**config.mk**
```make
export PLATFORM = sky130hd
export DESIGN_NAME = tdac_top
export DESIGN_NICKNAME = d
export VERILOG_FILES = /design/src/tdac_pkg.sv /design/src/tdac_sdm.sv /design/src/tdac_stretch.sv /design/src/tdac_top.sv
export VERILOG_INCLUDE_DIRS = /design/src
export SDC_FILE = /design/constraint.sdc
export NUM_CORES = 1
export LEC_CHECK = 0
export ABC_CLOCK_PERIOD_IN_PS = 6500
export BUFFER_PORTS_ARGS = -buffer_cell sky130_fd_sc_hd__buf_2
export CAP_MARGIN = 5
export CORE_MARGIN = 1.5
export CORE_UTILIZATION = 61
export CTS_BUF_LIST = sky130_fd_sc_hd__clkbuf_16
export DETAILED_ROUTE_END_ITERATION = 12
export PLACE_DENSITY_LB_ADDON = 0.15
export SETUP_SLACK_MARGIN = 0.5
export SYNTH_ARGS = -nofsm -noshare
export SYNTH_HDL_FRONTEND = slang
export SYNTH_HIERARCHICAL = 1
export SYNTH_SLANG_ARGS = --single-unit
```
**constraint.sdc**
```tcl
create_clock -name CORE_CLK -period 6.5 [get_ports CORE_CLK]
set_input_delay 1.95 -clock CORE_CLK [delete_from_list [all_inputs] [get_ports CORE_CLK]]
set_output_delay 1.95 -clock CORE_CLK [all_outputs]
set_load 0.005 [all_outputs]
```
**src/tdac_map.svh**
```systemverilog
// Offsets, field positions, codes and reset values of the test DAC block.
// Included by the package user files; holds definitions only.
`ifndef TDAC_MAP_SVH
`define TDAC_MAP_SVH

// Register port offsets
`define TDAC_ADDR_W 2
`define TDAC_A_WORD 2'h0
`define TDAC_A_STATUS 2'h1
`define TDAC_A_TEST 2'h2
`define TDAC_A_OG 2'h3

// Control bits of a serial word select the target register
`define TDAC_CTRL_HI 3
`define TDAC_CTRL_LO 0
`define TDAC_SEL_TEST 4'hC
`define TDAC_SEL_OG 4'hD

// Test register: digital test mode field
`define TDAC_MODE_HI 17
`define TDAC_MODE_LO 14
`define TDAC_MODE_RAW 4'h7
`define TDAC_MODE_OFS 4'hA

// Offset and gain register fields
`define TDAC_GAIN_HI 30
`define TDAC_GAIN_LO 27
`define TDAC_OFS_HI 26
`define TDAC_OFS_LO 16
`define TDAC_PE_HI 15
`define TDAC_PE_LO 12

// Offset divisor 4096 as a shift
`define TDAC_OFS_FRAC 12

// Reset values
`define TDAC_TEST_RST 32'h0000000C
`define TDAC_OG_RST 32'h0000000D

`endif

```
**src/tdac_pkg.sv**
```systemverilog
// Types shared by the test DAC block.
// No assumptions on the surroundings.
package tdac_pkg;
   typedef enum logic [1:0] {
      TDAC_OFF = 2'b00,
      TDAC_RAW = 2'b01,
      TDAC_OFS = 2'b10
   } tdac_mode_e;
endpackage

```
**src/tdac_sdm.sv**
```systemverilog
// Second-order error-feedback sigma-delta modulator.
// Steps once per step pulse; cleared while not enabled.
`timescale 1ns/1ns
module tdac_sdm #(
   parameter int W = 16
) (
   // Clock and reset
   input wire logic clk,
   input wire logic rst_b,
   // Control
   input wire logic step,
   input wire logic enable,
   // Data
   input wire logic signed [W-1:0] din,
   output logic bit_out
);
   localparam int EW = W + 4;

   logic signed [EW-1:0] e1;
   logic signed [EW-1:0] e2;
   logic signed [EW-1:0] next_e1;
   logic signed [EW-1:0] next_e2;
   logic next_bit;
   logic signed [EW-1:0] v;
   logic signed [EW-1:0] fs;

   always_comb begin
      next_e1 = e1;
      next_e2 = e2;
      next_bit = bit_out;
      fs = EW'(signed'({1'b0, {(W-1){1'b1}}}));
      // Noise shaped by (1 - z^-1)^2
      v = EW'(din) + (e1 <<< 1) - e2;
      if (!enable) begin
         next_e1 = '0;
         next_e2 = '0;
         next_bit = 1'b0;
      end else if (step) begin
         next_bit = ~v[EW-1];
         next_e2 = e1;
         next_e1 = v[EW-1] ? (v + fs) : (v - fs);
      end
   end

   always_ff @(posedge clk) begin
      if (!rst_b) begin
         e1 <= '0;
         e2 <= '0;
         bit_out <= 1'b0;
      end else begin
         e1 <= next_e1;
         e2 <= next_e2;
         bit_out <= next_bit;
      end
   end
endmodule

```
**src/tdac_stretch.sv**
```systemverilog
// Holds each output bit for code+1 steps.
// Step pulses come from the recovery clock edge detector.
`timescale 1ns/1ns
module tdac_stretch #(
   parameter int CW = 4
) (
   // Clock and reset
   input wire logic clk,
   input wire logic rst_b,
   // Control
   input wire logic step,
   input wire logic [CW-1:0] code,
   // Data
   input wire logic din,
   output logic dout
);
   logic [CW-1:0] cnt;
   logic [CW-1:0] next_cnt;
   logic next_dout;
   logic take;

   always_comb begin
      next_cnt = cnt;
      next_dout = dout;
      take = 1'b0;
      if (step) begin
         if (cnt != '0) begin
            next_cnt = cnt - CW'(1);
         end else begin
            take = 1'b1;
            next_dout = din;
            next_cnt = code;
         end
      end
   end

   always_ff @(posedge clk) begin
      if (!rst_b) begin
         cnt <= '0;
         dout <= 1'b0;
      end else begin
         cnt <= next_cnt;
         dout <= next_dout;
      end
   end
endmodule

```
**src/tdac_top.sv**
```systemverilog
// Test DAC control: serial register words, offset and gain, modulator.
// Assumes filter outputs and demodulator select come from CORE_CLK logic;
// the recovery clock arrives as a pin and is sampled here.
`timescale 1ns/1ns
`include "tdac_map.svh"
module tdac_top #(
   parameter int DW = 16
) (
   // Clock and reset
   input wire logic CORE_CLK,
   input wire logic RST_B,
   // Register port
   input wire logic [`TDAC_ADDR_W-1:0] ADDR,
   input wire logic [31:0] WDATA,
   input wire logic WR,
   input wire logic RD,
   output logic [31:0] RDATA,
   // Demodulator side
   input wire logic LIN_ACTIVE,
   input wire logic [DW-1:0] CORR_FILT,
   input wire logic [DW-1:0] LIN_FILT,
   // Recovery clock pin
   input wire logic RECOVERY_CLOCK,
   // Outputs
   output logic CLOCK_OUTPUT_PIN,
   output logic DAC_ENABLED
);
   localparam int GW = `TDAC_GAIN_HI - `TDAC_GAIN_LO + 1;
   localparam int OW = `TDAC_OFS_HI - `TDAC_OFS_LO + 1;
   localparam int PW = `TDAC_PE_HI - `TDAC_PE_LO + 1;
   localparam int XW = DW + `TDAC_OFS_FRAC + 1;
   localparam int SW = XW + (1 << GW);

   // Register select from the low control bits of a word
   function automatic logic sel_is(input logic [31:0] w, input logic [3:0] code);
      sel_is = (w[`TDAC_CTRL_HI:`TDAC_CTRL_LO] == code);
   endfunction

   // Clamp a wide signed value into the DAC input range
   function automatic logic signed [DW-1:0] sat(input logic signed [SW-1:0] v);
      logic signed [SW-1:0] hi;
      logic signed [SW-1:0] lo;
      hi = SW'(signed'({1'b0, {(DW-1){1'b1}}}));
      lo = ~hi;
      if (v > hi) begin
         sat = hi[DW-1:0];
      end else if (v < lo) begin
         sat = lo[DW-1:0];
      end else begin
         sat = v[DW-1:0];
      end
   endfunction

   // Register words
   logic [31:0] test_word;
   logic [31:0] og_word;
   logic [31:0] next_test_word;
   logic [31:0] next_og_word;

   always_comb begin
      next_test_word = test_word;
      next_og_word = og_word;
      if (WR && ADDR == `TDAC_A_WORD) begin
         if (sel_is(WDATA, `TDAC_SEL_TEST)) begin
            next_test_word = WDATA;
         end
         if (sel_is(WDATA, `TDAC_SEL_OG)) begin
            next_og_word = WDATA;
         end
      end
   end

   always_ff @(posedge CORE_CLK) begin
      if (!RST_B) begin
         test_word <= `TDAC_TEST_RST;
         og_word <= `TDAC_OG_RST;
      end else begin
         test_word <= next_test_word;
         og_word <= next_og_word;
      end
   end

   // Fields
   logic [3:0] test_mode;
   logic [GW-1:0] gain;
   logic [OW-1:0] offset;
   logic [PW-1:0] stretch_code;

   assign test_mode = test_word[`TDAC_MODE_HI:`TDAC_MODE_LO];
   assign gain = og_word[`TDAC_GAIN_HI:`TDAC_GAIN_LO];
   assign offset = og_word[`TDAC_OFS_HI:`TDAC_OFS_LO];
   assign stretch_code = og_word[`TDAC_PE_HI:`TDAC_PE_LO];

   // Mode
   tdac_pkg::tdac_mode_e mode;
   tdac_pkg::tdac_mode_e next_mode;

   always_comb begin
      unique case (test_mode)
         `TDAC_MODE_RAW: next_mode = tdac_pkg::TDAC_RAW;
         `TDAC_MODE_OFS: next_mode = tdac_pkg::TDAC_OFS;
         default: next_mode = tdac_pkg::TDAC_OFF;
      endcase
   end

   always_ff @(posedge CORE_CLK) begin
      if (!RST_B) begin
         mode <= tdac_pkg::TDAC_OFF;
      end else begin
         mode <= next_mode;
      end
   end

   logic enabled;
   assign enabled = (mode != tdac_pkg::TDAC_OFF);

   // Recovery clock synchroniser and edge detect
   logic rc_s1;
   logic rc_s2;
   logic rc_d;
   logic rc_step;
   logic next_rc_s1;
   logic next_rc_s2;
   logic next_rc_d;

   // Only the second stage feeds the edge history
   always_comb begin
      next_rc_s1 = RECOVERY_CLOCK;
      next_rc_s2 = rc_s1;
      next_rc_d = rc_s2;
   end

   always_ff @(posedge CORE_CLK) begin
      if (!RST_B) begin
         rc_s1 <= 1'b0;
         rc_s2 <= 1'b0;
         rc_d <= 1'b0;
      end else begin
         rc_s1 <= next_rc_s1;
         rc_s2 <= next_rc_s2;
         rc_d <= next_rc_d;
      end
   end

   assign rc_step = rc_s2 && !rc_d;

   // Source and scaling
   logic signed [DW-1:0] src;
   logic signed [XW-1:0] diff;
   logic signed [SW-1:0] scaled;
   logic signed [DW-1:0] dac_in;
   logic signed [DW-1:0] next_dac_in;

   always_comb begin
      src = LIN_ACTIVE ? signed'(LIN_FILT) : signed'(CORR_FILT);
      diff = (XW'(src) <<< `TDAC_OFS_FRAC) - signed'(XW'({1'b0, offset}));
      scaled = (SW'(diff) <<< gain) >>> `TDAC_OFS_FRAC;
      next_dac_in = src;
      if (mode == tdac_pkg::TDAC_OFS) begin
         next_dac_in = sat(scaled);
      end
   end

   // Sampled so the arithmetic does not sit in front of the modulator
   always_ff @(posedge CORE_CLK) begin
      if (!RST_B) begin
         dac_in <= '0;
      end else begin
         dac_in <= next_dac_in;
      end
   end

   logic sdm_bit;

   tdac_sdm #(
      .W(DW)
   ) u_sdm (
      .clk(CORE_CLK),
      .rst_b(RST_B),
      .step(rc_step),
      .enable(enabled),
      .din(dac_in),
      .bit_out(sdm_bit)
   );

   logic wide_bit;

   tdac_stretch #(
      .CW(PW)
   ) u_stretch (
      .clk(CORE_CLK),
      .rst_b(RST_B),
      .step(rc_step),
      .code(stretch_code),
      .din(sdm_bit),
      .dout(wide_bit)
   );

   // Pin and readback
   logic pin;
   logic next_pin;
   logic [31:0] next_rdata;
   logic next_dac_enabled;

   always_comb begin
      next_pin = enabled ? wide_bit : 1'b0;
      next_dac_enabled = enabled;
      next_rdata = 32'h00000000;
      if (RD) begin
         unique case (ADDR)
            `TDAC_A_WORD: next_rdata = 32'h00000000;
            `TDAC_A_STATUS: next_rdata = {28'h0000000, LIN_ACTIVE, wide_bit, mode};
            `TDAC_A_TEST: next_rdata = test_word;
            `TDAC_A_OG: next_rdata = og_word;
         endcase
      end
   end

   always_ff @(posedge CORE_CLK) begin
      if (!RST_B) begin
         pin <= 1'b0;
         RDATA <= 32'h00000000;
         DAC_ENABLED <= 1'b0;
      end else begin
         pin <= next_pin;
         RDATA <= next_rdata;
         DAC_ENABLED <= next_dac_enabled;
      end
   end

   assign CLOCK_OUTPUT_PIN = pin;
endmodule

```
### Yosys cells after proc, flatten, opt, wreduce, memory -nomap -nowiden

Index checks and enable logic that the tools add are counted.

| cells by class | value |
|---|---|
| add/subtract/negate cells | 6 |
| magnitude comparators | 2 |
| equality and inequality tests | 8 |
| shift-type cells | 1 |
| multiplexer cells | 8 |
| bitwise gates (word level) | 2 |
| reduce and logical (&&, ||, !) cells | 11 |

Operator list:

| cell | count |
|---|---|
| $pmux W32 S4 | 1 |
| $mux W16 | 4 |
| $sshl A29 B4 Y45 | 1 |
| $gt A33 B16 Y1 const B | 1 |
| $lt A33 B16 Y1 const B | 1 |
| $sub A28 B12 Y29 | 1 |
| $add A16 B20 Y20 | 1 |
| $add A20 B16 Y20 const B | 1 |
| $mux W20 | 1 |
| $sub A20 B16 Y20 const B | 1 |
| $sub A20 B20 Y20 | 1 |
| $eq A4 B4 Y1 const B | 3 |
| $reduce_and A2 Y1 | 5 |
| $eq A2 B2 Y1 const B | 3 |
| $eq A4 B3 Y1 const B | 1 |
| $mux W4 | 1 |
| $pmux W2 S2 | 1 |
| $reduce_bool A4 Y1 | 1 |
| $sub A4 B1 Y4 const B | 1 |
| $eq A2 B1 Y1 const B | 1 |
| $logic_and A1 B1 Y1 | 2 |
| $logic_not A2 Y1 | 1 |
| $not A1 Y1 | 2 |
| $reduce_bool A2 Y1 | 1 |
| $logic_not A1 Y1 | 1 |

| storage, ports and cells | value |
|---|---|
| register bits | 165 |
| output and inout bits | 34 |
| logic and storage cells | 53 |

### Depth between registers and ports, before layout

Gate-level depths: netlist of run 1.

| depth | value |
|---|---|
| depth in word-level cells | 7 |
| depth in mapped cells | 26 |
| depth with buffers taken out | 23 |

### Cells and area by module

Netlist of run 1, hierarchy kept.

Modules (own cells, without submodules):

| module | times used | cells an instance | area each (µm²) |
|---|---|---|---|
| tdac_top | 1 | 920 | 7151.9 |
| tdac_sdm | 1 | 555 | 4362.9 |
| tdac_stretch | 1 | 32 | 281.5 |

### Worst setup path after synthesis of run 1

Ideal clock, no wire load.

| timing | value |
|---|---|
| path type | input to register |
| from | input LIN_ACTIVE |
| to | register dac_in[12] |
| arrival | 5445 ps |
| data required time | 6414 ps |
| slack | 968 ps |
| stages on the path | 14 |
| buffers on the path | 3 |
| cells stage by stage | buf_2 > buf_2 > mux2i_1 > o2111ai_1 > nor4_1 > mux2i_1 > o31ai_1 > o21ai_1 > a31oi_1 > a2111o_1 > o31ai_4 > buf_6 > o211ai_2 > a221oi_2 |

| between the ends | value |
|---|---|
| longest elaborated chain between the ends | 7 |
| elaborated cells between the ends (all ways) | 8 |
| those cells by class | add/sub (1); order compare (2); shift (1); mux (4) |

RTL lines:

| element | line | RTL |
|---|---|---|
| from (decl) | tdac_top.sv:19 | `input wire logic LIN_ACTIVE,` |
| $mux W16 * | tdac_top.sv:155 | `src = LIN_ACTIVE ? signed'(LIN_FILT) : signed'(CORR_FILT);` |
| $sub A28 B12 Y29 | tdac_top.sv:156 | `` diff = (XW'(src) <<< `TDAC_OFS_FRAC) - signed'(XW'({1'b0, offset})); `` |
| $sshl A29 B4 Y45 | tdac_top.sv:157 | `` scaled = (SW'(diff) <<< gain) >>> `TDAC_OFS_FRAC; `` |
| $lt A33 B16 Y1 | tdac_top.sv:47 | `end else if (v < lo) begin` |
| $mux W16 | tdac_top.sv:47 |  |
| $mux W16 | tdac_top.sv:45 | `if (v > hi) begin` |
| $mux W16 * | tdac_top.sv:159 | `if (mode == tdac_pkg::TDAC_OFS) begin` |
| to (signal assigned) | tdac_top.sv:169 | `dac_in <= next_dac_in;` |
| to (decl) | tdac_top.sv:151 | `logic signed [DW-1:0] dac_in;` |

Every way passes the cells marked *; elsewhere a longest branch is shown, timed or not.
A chain may end at the register's enable or synchronous reset.

### Final worst setup path of run 1

| timing | value |
|---|---|
| from | register u_sdm.e1[0] |
| to | register u_sdm.e1[17] |

| between the ends | value |
|---|---|
| longest elaborated chain between the ends | 4 |
| elaborated cells between the ends (all ways) | 5 |
| those cells by class | add/sub (4); mux (1) |

RTL lines:

| element | line | RTL |
|---|---|---|
| from (decl) | tdac_sdm.sv:19 | `logic signed [EW-1:0] e1;` |
| from (signal assigned) | tdac_sdm.sv:51 | `e1 <= next_e1;` |
| $add A16 B20 Y20 * | tdac_sdm.sv:33 | `v = EW'(din) + (e1 <<< 1) - e2;` |
| $sub A20 B20 Y20 * | tdac_sdm.sv:33 |  |
| $sub A20 B16 Y20 / $add A20 B16 Y20 (equally long branches) | tdac_sdm.sv:41 | `next_e1 = v[EW-1] ? (v + fs) : (v - fs);` |
| $mux W20 * | tdac_sdm.sv:41 |  |

Marked as above.

==> flow_summary_export.csv, run 1 <==
group,metric,value,unit
finish,fillers,1613,
yosys,synth_top_cells_by_count,"216 x nand2_1, 165 x dfxtp_1, 143 x nor2_1",
floorplan,pin_count,106,
timing,maxSlewHeadroom,24.1,%
power_and_ir_drop,total_power,2.95,mW
grt,grt_pass1_vias,10600,
grt,grt_pass1_wl,52200,um
finish,final_area,12900,um^2
critical_path,crit_required,6.78,ns
critical_path,end_kind,"flop",
timing,timing.hold.ws,0.440,ns
routing,via_per_inst,6.28,
clock_tree,cts_root_buf,"clkbuf_16",
timing,clock-skew-final,0.0175,ns
critical_path,cp.arrival,5.99,ns
critical_path,worstReg2RegEnd,"u_sdm/e1[17]",
routing,drt_pass1_iterations,7,
critical_path,max_stage_delay,0.50,ns
power_and_ir_drop,switching_share,36.0,%
floorplan,fp.dieH,142,um
placed_design,dp_hpwl,23800,um
finish,stdcell_count,1824,
clock_tree,cts_htree_levels,4,
critical_path,worstPathCellList,"inv_1 -> fa_1 -> inv_1 -> ha_1 -> fa_1 -> a21o_1 -> a221o_1 -> a41o_1 -> o21ai_4 -> nand2_4 -> ha_1 -> a21o_1 -> o21ai_0 -> a221o_1 -> a31oi_2 -> or3b_1 -> a211oi_1 -> or4_1 -> o311ai_1",
clock_tree,path_clk_slew,0.07,ns
yosys,avgSynthCellArea,7.83,um^2
yosys,syn-num-nets,1626,
yosys,synthFlopType,"dfxtp_1",
yosys,ys_seq_area_share,28.0,%
finish,area_delta_synth_final,9.76,%
yosys,synth_area,11800,um^2
yosys,synth_cell_type_count,105,
yosys,synth_edf_count,0,
power_and_ir_drop,p_int,1.89,mW
power_and_ir_drop,clkPwrFrac,34.2,%
floorplan,coreArea,18800,um^2
yosys,yosys_warnings,6,
routing,wl_per_cell,18.1,um
floorplan,start_util,62.6,%
routing,vias,11400,
critical_path,cp_top_family,"compound AO/OA/AOI/OAI gates",
critical_path,path_buf_inv,2,
clock_tree,cts_resized,0,
routing,wirelength,33100,um
floorplan,dieArea,20200,um^2
critical_path,slowest_stage,"fa_1",
timing,hold_viol,0,
power_and_ir_drop,power.leakage,5.02,nW
grt,grt_usage,32.3,%
finish,layout.nets,1669,
clock_tree,worst_skew_pair.late_latency,0.44,ns
yosys,synth_top_area_share,28.0,%
power_and_ir_drop,ir_worst_vdd,0.195,mV
critical_path,critPathMaxFanout,14,
finish,final_util,68.8,%
routing,drtIter0Drc,966,
placed_design,io_buffers,105,
grt,grt_overflow_total,0,
critical_path,crit_type,"reg2reg",
clock_tree,cts_made_buffers,17,
yosys,synth.most_common_cell,"nand2_1",
floorplan,chipWidth,142,um
min_path,hold_path_depth,1,
grt,grt_max_degree,75,
clock_tree,clockBufferDepth,2,
critical_path,cp-startpoint,"u_sdm/e1[0]",
timing,timing.fmax,175,MHz
routing,ant_nets,0,
routing,drc,0,
timing,finalSetupViolCount,0,
min_path,hold_path_end,"next_rc_d",
power_and_ir_drop,switchingPower,1.06,mW
timing,worst_pin_slew,1.14,ns
timing,fin_crit_sh,87.7,%
floorplan,fp-row-count,50,
power_and_ir_drop,seqPwrFrac,34.8,%
placed_design,place.gp.congestion,1.01,
yosys,ys_top_cells_by_area,"dfxtp_1 28%, mux2i_1 8.0%, nand2_1 6.9%",
critical_path,reg2reg_slack,0.80,ns
timing,period_needed,5.70,ns
power_and_ir_drop,power_density,228,nW/um^2
timing,slew_violations,0,
clock_tree,cts_tree,"yes",
min_path,hold_path.startpoint,"next_rc_s2",
placed_design,place_worst_setup_slack,0.365,ns
clock_tree,postCtsHoldBufs,0,
timing,rsz0062_at_grt,"no",
critical_path,reg2reg_from,"u_sdm/e1[0]",
critical_path,r2r_cells,19,
power_and_ir_drop,pwr-share-comb,31.0,%
status,outcome,"complete, no violations",
timing,setup_slack,0.797,ns
critical_path,startpoint_type,"flop",
placed_design,placed_area,12400,um^2
placed_design,dpl.cell_count,1791,
run,max_cap_violations,0,
yosys,synthCells,1507,
timing,setup_tns,0,ns
clock_tree,cts_post_setup_buffers_inserted,0,
min_path,hold_path.class,"reg2reg",
yosys,ys_ff_latch,165,
yosys,yosys.area.top_type,"dfxtp_1",
yosys,synth-async-reset-ratio,0,%
finish,drive_gt1_share,15.3,%
grt,antenna_found_initial,1,
clock_tree,clock_sinks,165,
==> layout by cell type, fill, tap and decap left out, types with 22 or more instances in the layout <==
cell	instances
or3_1	23
inv_1	86
mux2i_1	94
o211ai_1	22
nor3_1	31
a21oi_1	115
buf_2	104
nand2_1	216
ha_1	28
dfxtp_1	164
o21ai_0	46
mux2_2	22
nor2_1	142
xnor2_1	26
==> layout make-up <==
cell class              instances  area (um^2)  share of cell area (%)
repair buffers                126          686                    5.30
multi-input cells            1149         7710                    59.6
well taps                     260          325                    2.51
clock buffers                  17          425                    3.29
clock inverters                15          150                    1.16
inverters                      91          342                    2.64
flip-flops and latches        165         3300                    25.5
diodes                          1         2.50                  0.0193
==> flip-flops by register name (all words and copies together), names as in the netlist <==
name              count
next_rc_d             1
DAC_ENABLED           1
RDATA                32
u_sdm/bit_out         1
og_word              32
u_sdm/e2             20
next_rc_s2            1
dac_in               16
mode                  2
u_stretch/cnt         4
u_stretch/dout        1
CLOCK_OUTPUT_PIN      1
u_sdm/e1             20
rc_d                  1
test_word            32
==> cells by family (layout without fill, tap and decap cells) <==
logic type	after synthesis	in the layout	synth area share (%)
DFF	165	165	28.0
other	0	1	0
xor gates and xnor gates	38	38	3.04
adders and majority gates	47	47	6.19
AOI/OAI and AO/OA	381	381	22.7
muxes	118	118	10.4
buffers and inverters	193	249	6.75
and+or+nand+nor	565	565	22.9
==> worst reg2reg max path, delay by kind of cell, from the launching register on <==
family          cells  cell delay (ns)
fa+ha+maj           4             1.58
compound gates     10             2.75
buf+inv             2             0.11
simple gates        3             0.74
flops               1             0.37
==> worst max-delay path by stage <==
stage	endpoint	depth (start not counted)	slack (ns)
2_1_floorplan	dac_in[12]	14	0.97
3_3_place_gp	dac_in[5]	13	0.47
3_5_place_dp	dac_in[9]	14	0.37
4_1_cts	u_sdm/e1[17]	19	0.79
5_1_grt	u_sdm/e1[18]	23	0.56
6_report	u_sdm/e1[17]	19	0.80
==> power by group through the flow <==
stage               combinational (mW)  sequential, mW  clock, mW
finish                           0.917            1.03       1.01
floorplan                        0.697            1.05          0
CTS                              0.897            1.03       1.02
global route                     0.994            1.03       1.06
detailed placement               0.886            1.05          0
global placement                 0.879            1.05          0
==> routing by layer <==
layer | vias to the layer above | share of wire (%) | track usage (%)
met4 | 0 | 2.2 | 12.0
li1 | 5497 | - | -
met5 | - | 0 | 0
met1 | 5456 | 42 | 40.6
met3 | 53 | 6.2 | 5.05
met2 | 443 | 49 | 55.8
Power figures use the tool's default switching activity.
==> run 2, diff against run 1 <==
--- a/config.mk
+++ b/config.mk
@@ -10,9 +10,10 @@
 export BUFFER_PORTS_ARGS = -buffer_cell sky130_fd_sc_hd__buf_2
 export CAP_MARGIN = 5
 export CORE_MARGIN = 1.5
-export CORE_UTILIZATION = 61
+export CORE_UTILIZATION = 35
 export CTS_BUF_LIST = sky130_fd_sc_hd__clkbuf_16
 export DETAILED_ROUTE_END_ITERATION = 12
+export HOLD_SLACK_MARGIN = 0.1
 export PLACE_DENSITY_LB_ADDON = 0.15
 export SETUP_SLACK_MARGIN = 0.5
 export SYNTH_ARGS = -nofsm -noshare
==> run 2 against run 1 <==
Effect of this change:
- worst setup slack got worse by 0.0068 ns
- utilization decreased by 29 points
- sequential cell count unchanged
- critical endpoint is now dac_in[11]
==> flow_summary_export.csv, run 2 (synthesis gave the netlist of run 1 again) <==
group,metric,value,unit
critical_path,crit_required,6.83,ns
critical_path,startpoint_type,"input pin",
routing,drt_pass1_iterations,5,
critical_path,path_buf_inv,2,
floorplan,coreArea,33400,um^2
power_and_ir_drop,switching_share,35.5,%
finish,mostFrequentLayoutCells,"216 x nand2_1, 164 x dfxtp_1, 142 x nor2_1",
critical_path,slowest_stage,"or4_1",
power_and_ir_drop,p_int,1.93,mW
finish,top_regs,"RDATA x32, og_word x32, test_word x32",
critical_path,worstReg2RegEnd,"u_sdm/e1[18]",
finish,regArea,3300,um^2
status,outcome,"complete, no violations",
power_and_ir_drop,clkPwrFrac,34.7,%
finish,fillers,3533,
critical_path,reg2reg_slack,0.95,ns
timing,worst_pin_slew,0.865,ns
floorplan,start_util,35.4,%
clock_tree,worst_skew_pair.late_latency,0.45,ns
critical_path,cp.arrival,6.04,ns
finish,final_area,13300,um^2
critical_path,worstPathCellList,"buf_2 -> or3b_2 -> a22o_1 -> or4_1 -> mux2i_1 -> o211ai_1 -> o41ai_1 -> nand3_1 -> a2111o_1 -> o31ai_4 -> buf_4 -> o311ai_1 -> a221oi_1",
power_and_ir_drop,switchingPower,1.06,mW
finish,drive_gt1_share,15.6,%
clock_tree,cts_root_buf,"clkbuf_16",
clock_tree,postCtsHoldBufs,0,
placed_design,dp_hpwl,24700,um
placed_design,io_buffers,105,
placed_design,place.gp.congestion,0.846,
clock_tree,clock_sinks,165,
routing,drc,0,
finish,area_delta_synth_final,12.4,%
critical_path,max_stage_delay,0.71,ns
routing,ant_nets,0,
critical_path,r2r_cells,23,
finish,final_common_cell,"nand2_1",
floorplan,chipWidth,187,um
grt,grt_pass1_wl,56300,um
critical_path,crit_type,"in2reg",
min_path,hold_path_depth,1,
critical_path,reg2reg_from,"dac_in[1]",
clock_tree,path_clk_slew,0.07,ns
min_path,hold_path.startpoint,"next_rc_s2",
critical_path,critPathMaxFanout,22,
floorplan,dieArea,34800,um^2
timing,rsz0062_at_grt,"yes",
placed_design,placed_area,12600,um^2
timing,fin_crit_sh,87.8,%
grt,grt_overflow_total,0,
routing,wirelength,34200,um
critical_path,cp_top_family,"compound AO/OA/AOI/OAI gates",
timing,hold_viol,0,
power_and_ir_drop,pwr-share-comb,30.9,%
power_and_ir_drop,power.leakage,5.04,nW
clock_tree,cts_htree_levels,4,
floorplan,fp-row-count,67,
floorplan,fp.dieH,187,um
timing,slew_violations,0,
finish,multi_input_area,7750,um^2
clock_tree,cts_tree,"yes",
routing,drtIter0Drc,827,
power_and_ir_drop,power_density,225,nW/um^2
timing,clock-skew-final,0.0259,ns
routing,wl_per_cell,17.0,um
timing,timing.fmax,175,MHz
clock_tree,cts_made_buffers,17,
clock_tree,clockBufferDepth,2,
grt,antenna_found_initial,4,
grt,grt_pass1_vias,10500,
min_path,hold_path.class,"reg2reg",
finish,final_util,39.8,%
min_path,hold_path_end,"next_rc_d",
timing,period_needed,5.71,ns
timing,maxSlewHeadroom,42.3,%
timing,setup_tns,0,ns
grt,grt_usage,19.8,%
grt,grt_max_degree,65,
finish,layout.nets,1672,
power_and_ir_drop,seqPwrFrac,34.4,%
power_and_ir_drop,ir_worst_vdd,0.213,mV
routing,via_per_inst,5.46,
floorplan,pin_count,106,
routing,vias,11000,
run,max_cap_violations,0,
critical_path,end_kind,"flop",
timing,finalSetupViolCount,0,
[run 2: timing repair]
action / in CTS / in global routing
setup endpoints to repair: 0 / 9
gates resized for setup: 0 / 6
setup buffers: 0 / 2
[run 2: power groups by stage]
stage	Clock, mW	Sequential (mW)	Combinational [mW]
6_report	1.04	1.03	0.922
5_1_grt	1.11	1.03	1.02
4_1_cts	1.08	1.03	0.909
3_5_place_dp	0	1.05	0.903
3_3_place_gp	0	1.05	0.900
2_1_floorplan	0	1.05	0.697
[run 2: cell type report]
cell class / instances / share of cell area, %
multi-input cells: 1150 / 58.4
flip-flops and latches: 165 / 24.9
repair buffers: 128 / 5.29
well taps: 448 / 4.23
clock buffers: 17 / 3.21
inverters: 91 / 2.58
clock inverters: 14 / 1.30
diodes: 2 / 0.0377
[run 2: metal layers]
layer / vias to the layer above / share of wire, % / GRT usage (%)
li1: 5507 / - / -
met1: 5215 / 47 / 26.4
met2: 247 / 46 / 31.9
met3: 37 / 5.4 / 4.27
met4: 4 / 1.9 / 6.23
met5: - / 0.059 / 0
[run 2: worst max path at each step]
stage,start,endpoint,slack (ns),cells after the start
finish,LIN_ACTIVE,dac_in[11],0.79,13
detailed placement,LIN_ACTIVE,dac_in[14],0.42,14
floorplan,LIN_ACTIVE,dac_in[12],0.97,14
global route,u_sdm/e1[0],u_sdm/e1[18],0.49,23
global placement,LIN_ACTIVE,dac_in[11],0.42,14
CTS,dac_in[1],u_sdm/e1[18],0.67,23
[run 2: worst register-to-register path, delay by kind of cell, from the launching register on]
kind | cells | cell delay [ns]
buffers and inverters | 3 | 0.15
AOI/OAI and AO/OA | 10 | 2.33
adders and majority gates | 4 | 1.40
xor gates and xnor gates | 2 | 0.30
DFF | 1 | 0.32
and+or+nand+nor | 4 | 0.90
[run 2: per-stage QoR]
stage	setup slack, ns	hold WS (ns)	power, mW	instances
2_1_floorplan	0.968	0.410	1.74	1507
3_3_place_gp	0.419	0.416	1.95	1979
3_5_place_dp	0.423	0.419	1.95	1979
4_1_cts	0.674	0.436	3.01	2010
5_1_grt	0.493	0.447	3.16	2014
6_report	0.791	0.435	2.98	2015
==> run 3, diff against run 2 <==
--- a/config.mk
+++ b/config.mk
@@ -9,7 +9,7 @@
 export ABC_CLOCK_PERIOD_IN_PS = 6500
 export BUFFER_PORTS_ARGS = -buffer_cell sky130_fd_sc_hd__buf_2
 export CAP_MARGIN = 5
-export CORE_MARGIN = 1.5
+export CORE_MARGIN = 2
 export CORE_UTILIZATION = 35
 export CTS_BUF_LIST = sky130_fd_sc_hd__clkbuf_16
 export DETAILED_ROUTE_END_ITERATION = 12
==> run 3 against run 2 <==
Effect of this change:
- via count is 0.17% lower
- total power fell by 1.2%
- combinational power about the same
- critical path depth is 1 higher
- first-iteration DRC count up 4.6%
- largest cell class unchanged
- clock skew decreased by 0.0066 ns
==> flow_summary_export.csv, run 3 (synthesis gave the netlist of run 1 again) <==
group,metric,value,unit
finish,stdcell_count,2012,
floorplan,chipWidth,188,um
timing,timing.fmax,174,MHz
routing,drtIter0Drc,865,
timing,slew_violations,0,
critical_path,cp.arrival,6.09,ns
routing,wl_per_cell,17.0,um
grt,use_met1,25.7,%
critical_path,path_buf_inv,3,
grt,grt_util_met3,4.40,%
timing,setup_tns,0,ns
timing,fin_crit_sh,88.6,%
finish,area_delta_synth_final,12.0,%
power_and_ir_drop,power_density,223,nW/um^2
power_and_ir_drop,switching_share,35.9,%
routing,drt_pass1_iterations,5,
grt,grt_pass1_wl,56500,um
floorplan,dieArea,35200,um^2
timing,hold_viol,0,
clock_tree,cts_made_buffers,17,
floorplan,fp.dieH,188,um
grt,gr-usage-met2,33.0,%
floorplan,pin_count,106,
placed_design,place.gp.congestion,0.818,
critical_path,end_kind,"flop",
grt,grt_pass1_vias,10700,
floorplan,coreArea,33400,um^2
critical_path,crit_type,"in2reg",
grt,grt_max_degree,65,
routing,via_per_inst,5.46,
floorplan,start_util,35.4,%
critical_path,startpoint_type,"input pin",
grt,antenna_found_initial,4,
power_and_ir_drop,switchingPower,1.06,mW
power_and_ir_drop,ir_worst_vdd,0.245,mV
timing,maxSlewHeadroom,46.1,%
timing,clock-skew-final,0.0193,ns
run,max_cap_violations,0,
finish,drive_gt1_share,15.5,%
min_path,hold_path.class,"reg2reg",
routing,ant_nets,0,
routing,drc,0,
power_and_ir_drop,pwr-share-comb,31.3,%
clock_tree,cts_post_setup_buffers_inserted,0,
power_and_ir_drop,total_power,2.95,mW
grt,grt_usage,19.7,%
clock_tree,cts_root_buf,"clkbuf_16",
clock_tree,cts_htree_levels,4,
grt,grt_overflow_total,0,
power_and_ir_drop,power.leakage,5.02,nW
critical_path,crit_required,6.84,ns
finish,top_regs,"RDATA x32, og_word x32, test_word x32",
grt,gr-max-usage-layer,"met2",
placed_design,dp_hpwl,24700,um
status,outcome,"complete, no violations",
placed_design,dpl.cell_count,1979,
routing,wirelength,34300,um
timing,worst_pin_slew,0.808,ns
finish,final_common_cell,"nand2_1",
critical_path,slowest_stage,"or4_1",
critical_path,cp_top_family,"compound AO/OA/AOI/OAI gates",
clock_tree,clockBufferDepth,2,
routing,vias,11000,
finish,mostFrequentLayoutCells,"216 x nand2_1, 164 x dfxtp_1, 142 x nor2_1",
critical_path,critPathMaxFanout,26,
critical_path,max_stage_delay,0.67,ns
timing,finalSetupViolCount,0,
clock_tree,cts_resized,0,
timing,period_needed,5.76,ns
placed_design,io_buffers,105,
clock_tree,worst_skew_pair.late_latency,0.45,ns
critical_path,worstPathCellList,"buf_2 -> buf_6 -> mux2_2 -> a21o_1 -> or4_1 -> mux2i_1 -> o2111ai_1 -> o2bb2ai_1 -> o2bb2ai_1 -> a2111o_1 -> o31ai_4 -> buf_4 -> o311ai_1 -> a221oi_1",
clock_tree,postCtsHoldBufs,0,
clock_tree,clock_sinks,165,
timing,rsz0062_at_grt,"yes",
power_and_ir_drop,clkPwrFrac,33.9,%
floorplan,fp-row-count,67,
power_and_ir_drop,p_int,1.89,mW
power_and_ir_drop,seqPwrFrac,34.8,%
finish,layout.nets,1669,
clock_tree,cts_tree,"yes",
clock_tree,path_clk_slew,0.07,ns
critical_path,cpMostUsedCell,"o2bb2ai_1",
[run 3: worst register-to-register path, delay by kind of cell (launching register included)]
family	cells	cell delay (ns)
simple gates	3	0.73
buf+inv	3	0.21
flops	1	0.35
compound gates	11	2.66
fa+ha+maj	4	1.35
xor+xnor	2	0.23
[run 3: worst paths after layout]
| kind | cells past startpoint | endpoint | start | slack [ns] |
|---|---|---|---|---|
| setup / recovery | 14 | dac_in[11] | LIN_ACTIVE | 0.74 |
| hold / removal | 1 | next_rc_d | next_rc_s2 | 0.43 |
| setup reg to reg | 23 | u_sdm/e1[18] | u_sdm/e1[0] | 0.81 |
| hold reg to reg | 1 | next_rc_d | next_rc_s2 | 0.43 |
[run 3: layout make-up]
cell class / instances / area [um^2]
repair buffers: 126 / 687
flip-flops and latches: 165 / 3300
multi-input cells: 1149 / 7730
clock buffers: 17 / 425
fillers: 3544 / 20200
well taps: 448 / 561
diodes: 1 / 2.50
clock inverters: 15 / 159
inverters: 91 / 342
[run 3: power groups by stage]
stage | sequential, mW | combinational (mW) | clock [mW]
floorplan | 1.05 | 0.697 | 0
global placement | 1.05 | 0.901 | 0
detailed placement | 1.05 | 0.905 | 0
CTS | 1.03 | 0.910 | 1.04
global route | 1.03 | 1.02 | 1.08
finish | 1.02 | 0.922 | 1.00
[run 3: stage by stage]
step / utilization (%) / cell area (um^2) / setup WS [ns] / hold slack [ns]
finish: 39.6 / 13200 / 0.743 / 0.432
CTS: 39.5 / 13200 / 0.648 / 0.433
global placement: 37.8 / 12600 / 0.333 / 0.417
global route: 39.6 / 13200 / 0.442 / 0.442
detailed placement: 37.8 / 12600 / 0.304 / 0.417
floorplan: - / 11800 / 0.968 / 0.410
[run 3: layer usage]
layer  vias up  wire length (um)
met2       214             16100
met5         -                46
li1       5500                 -
met3        30              1730
met1      5239             16000
met4         8               420
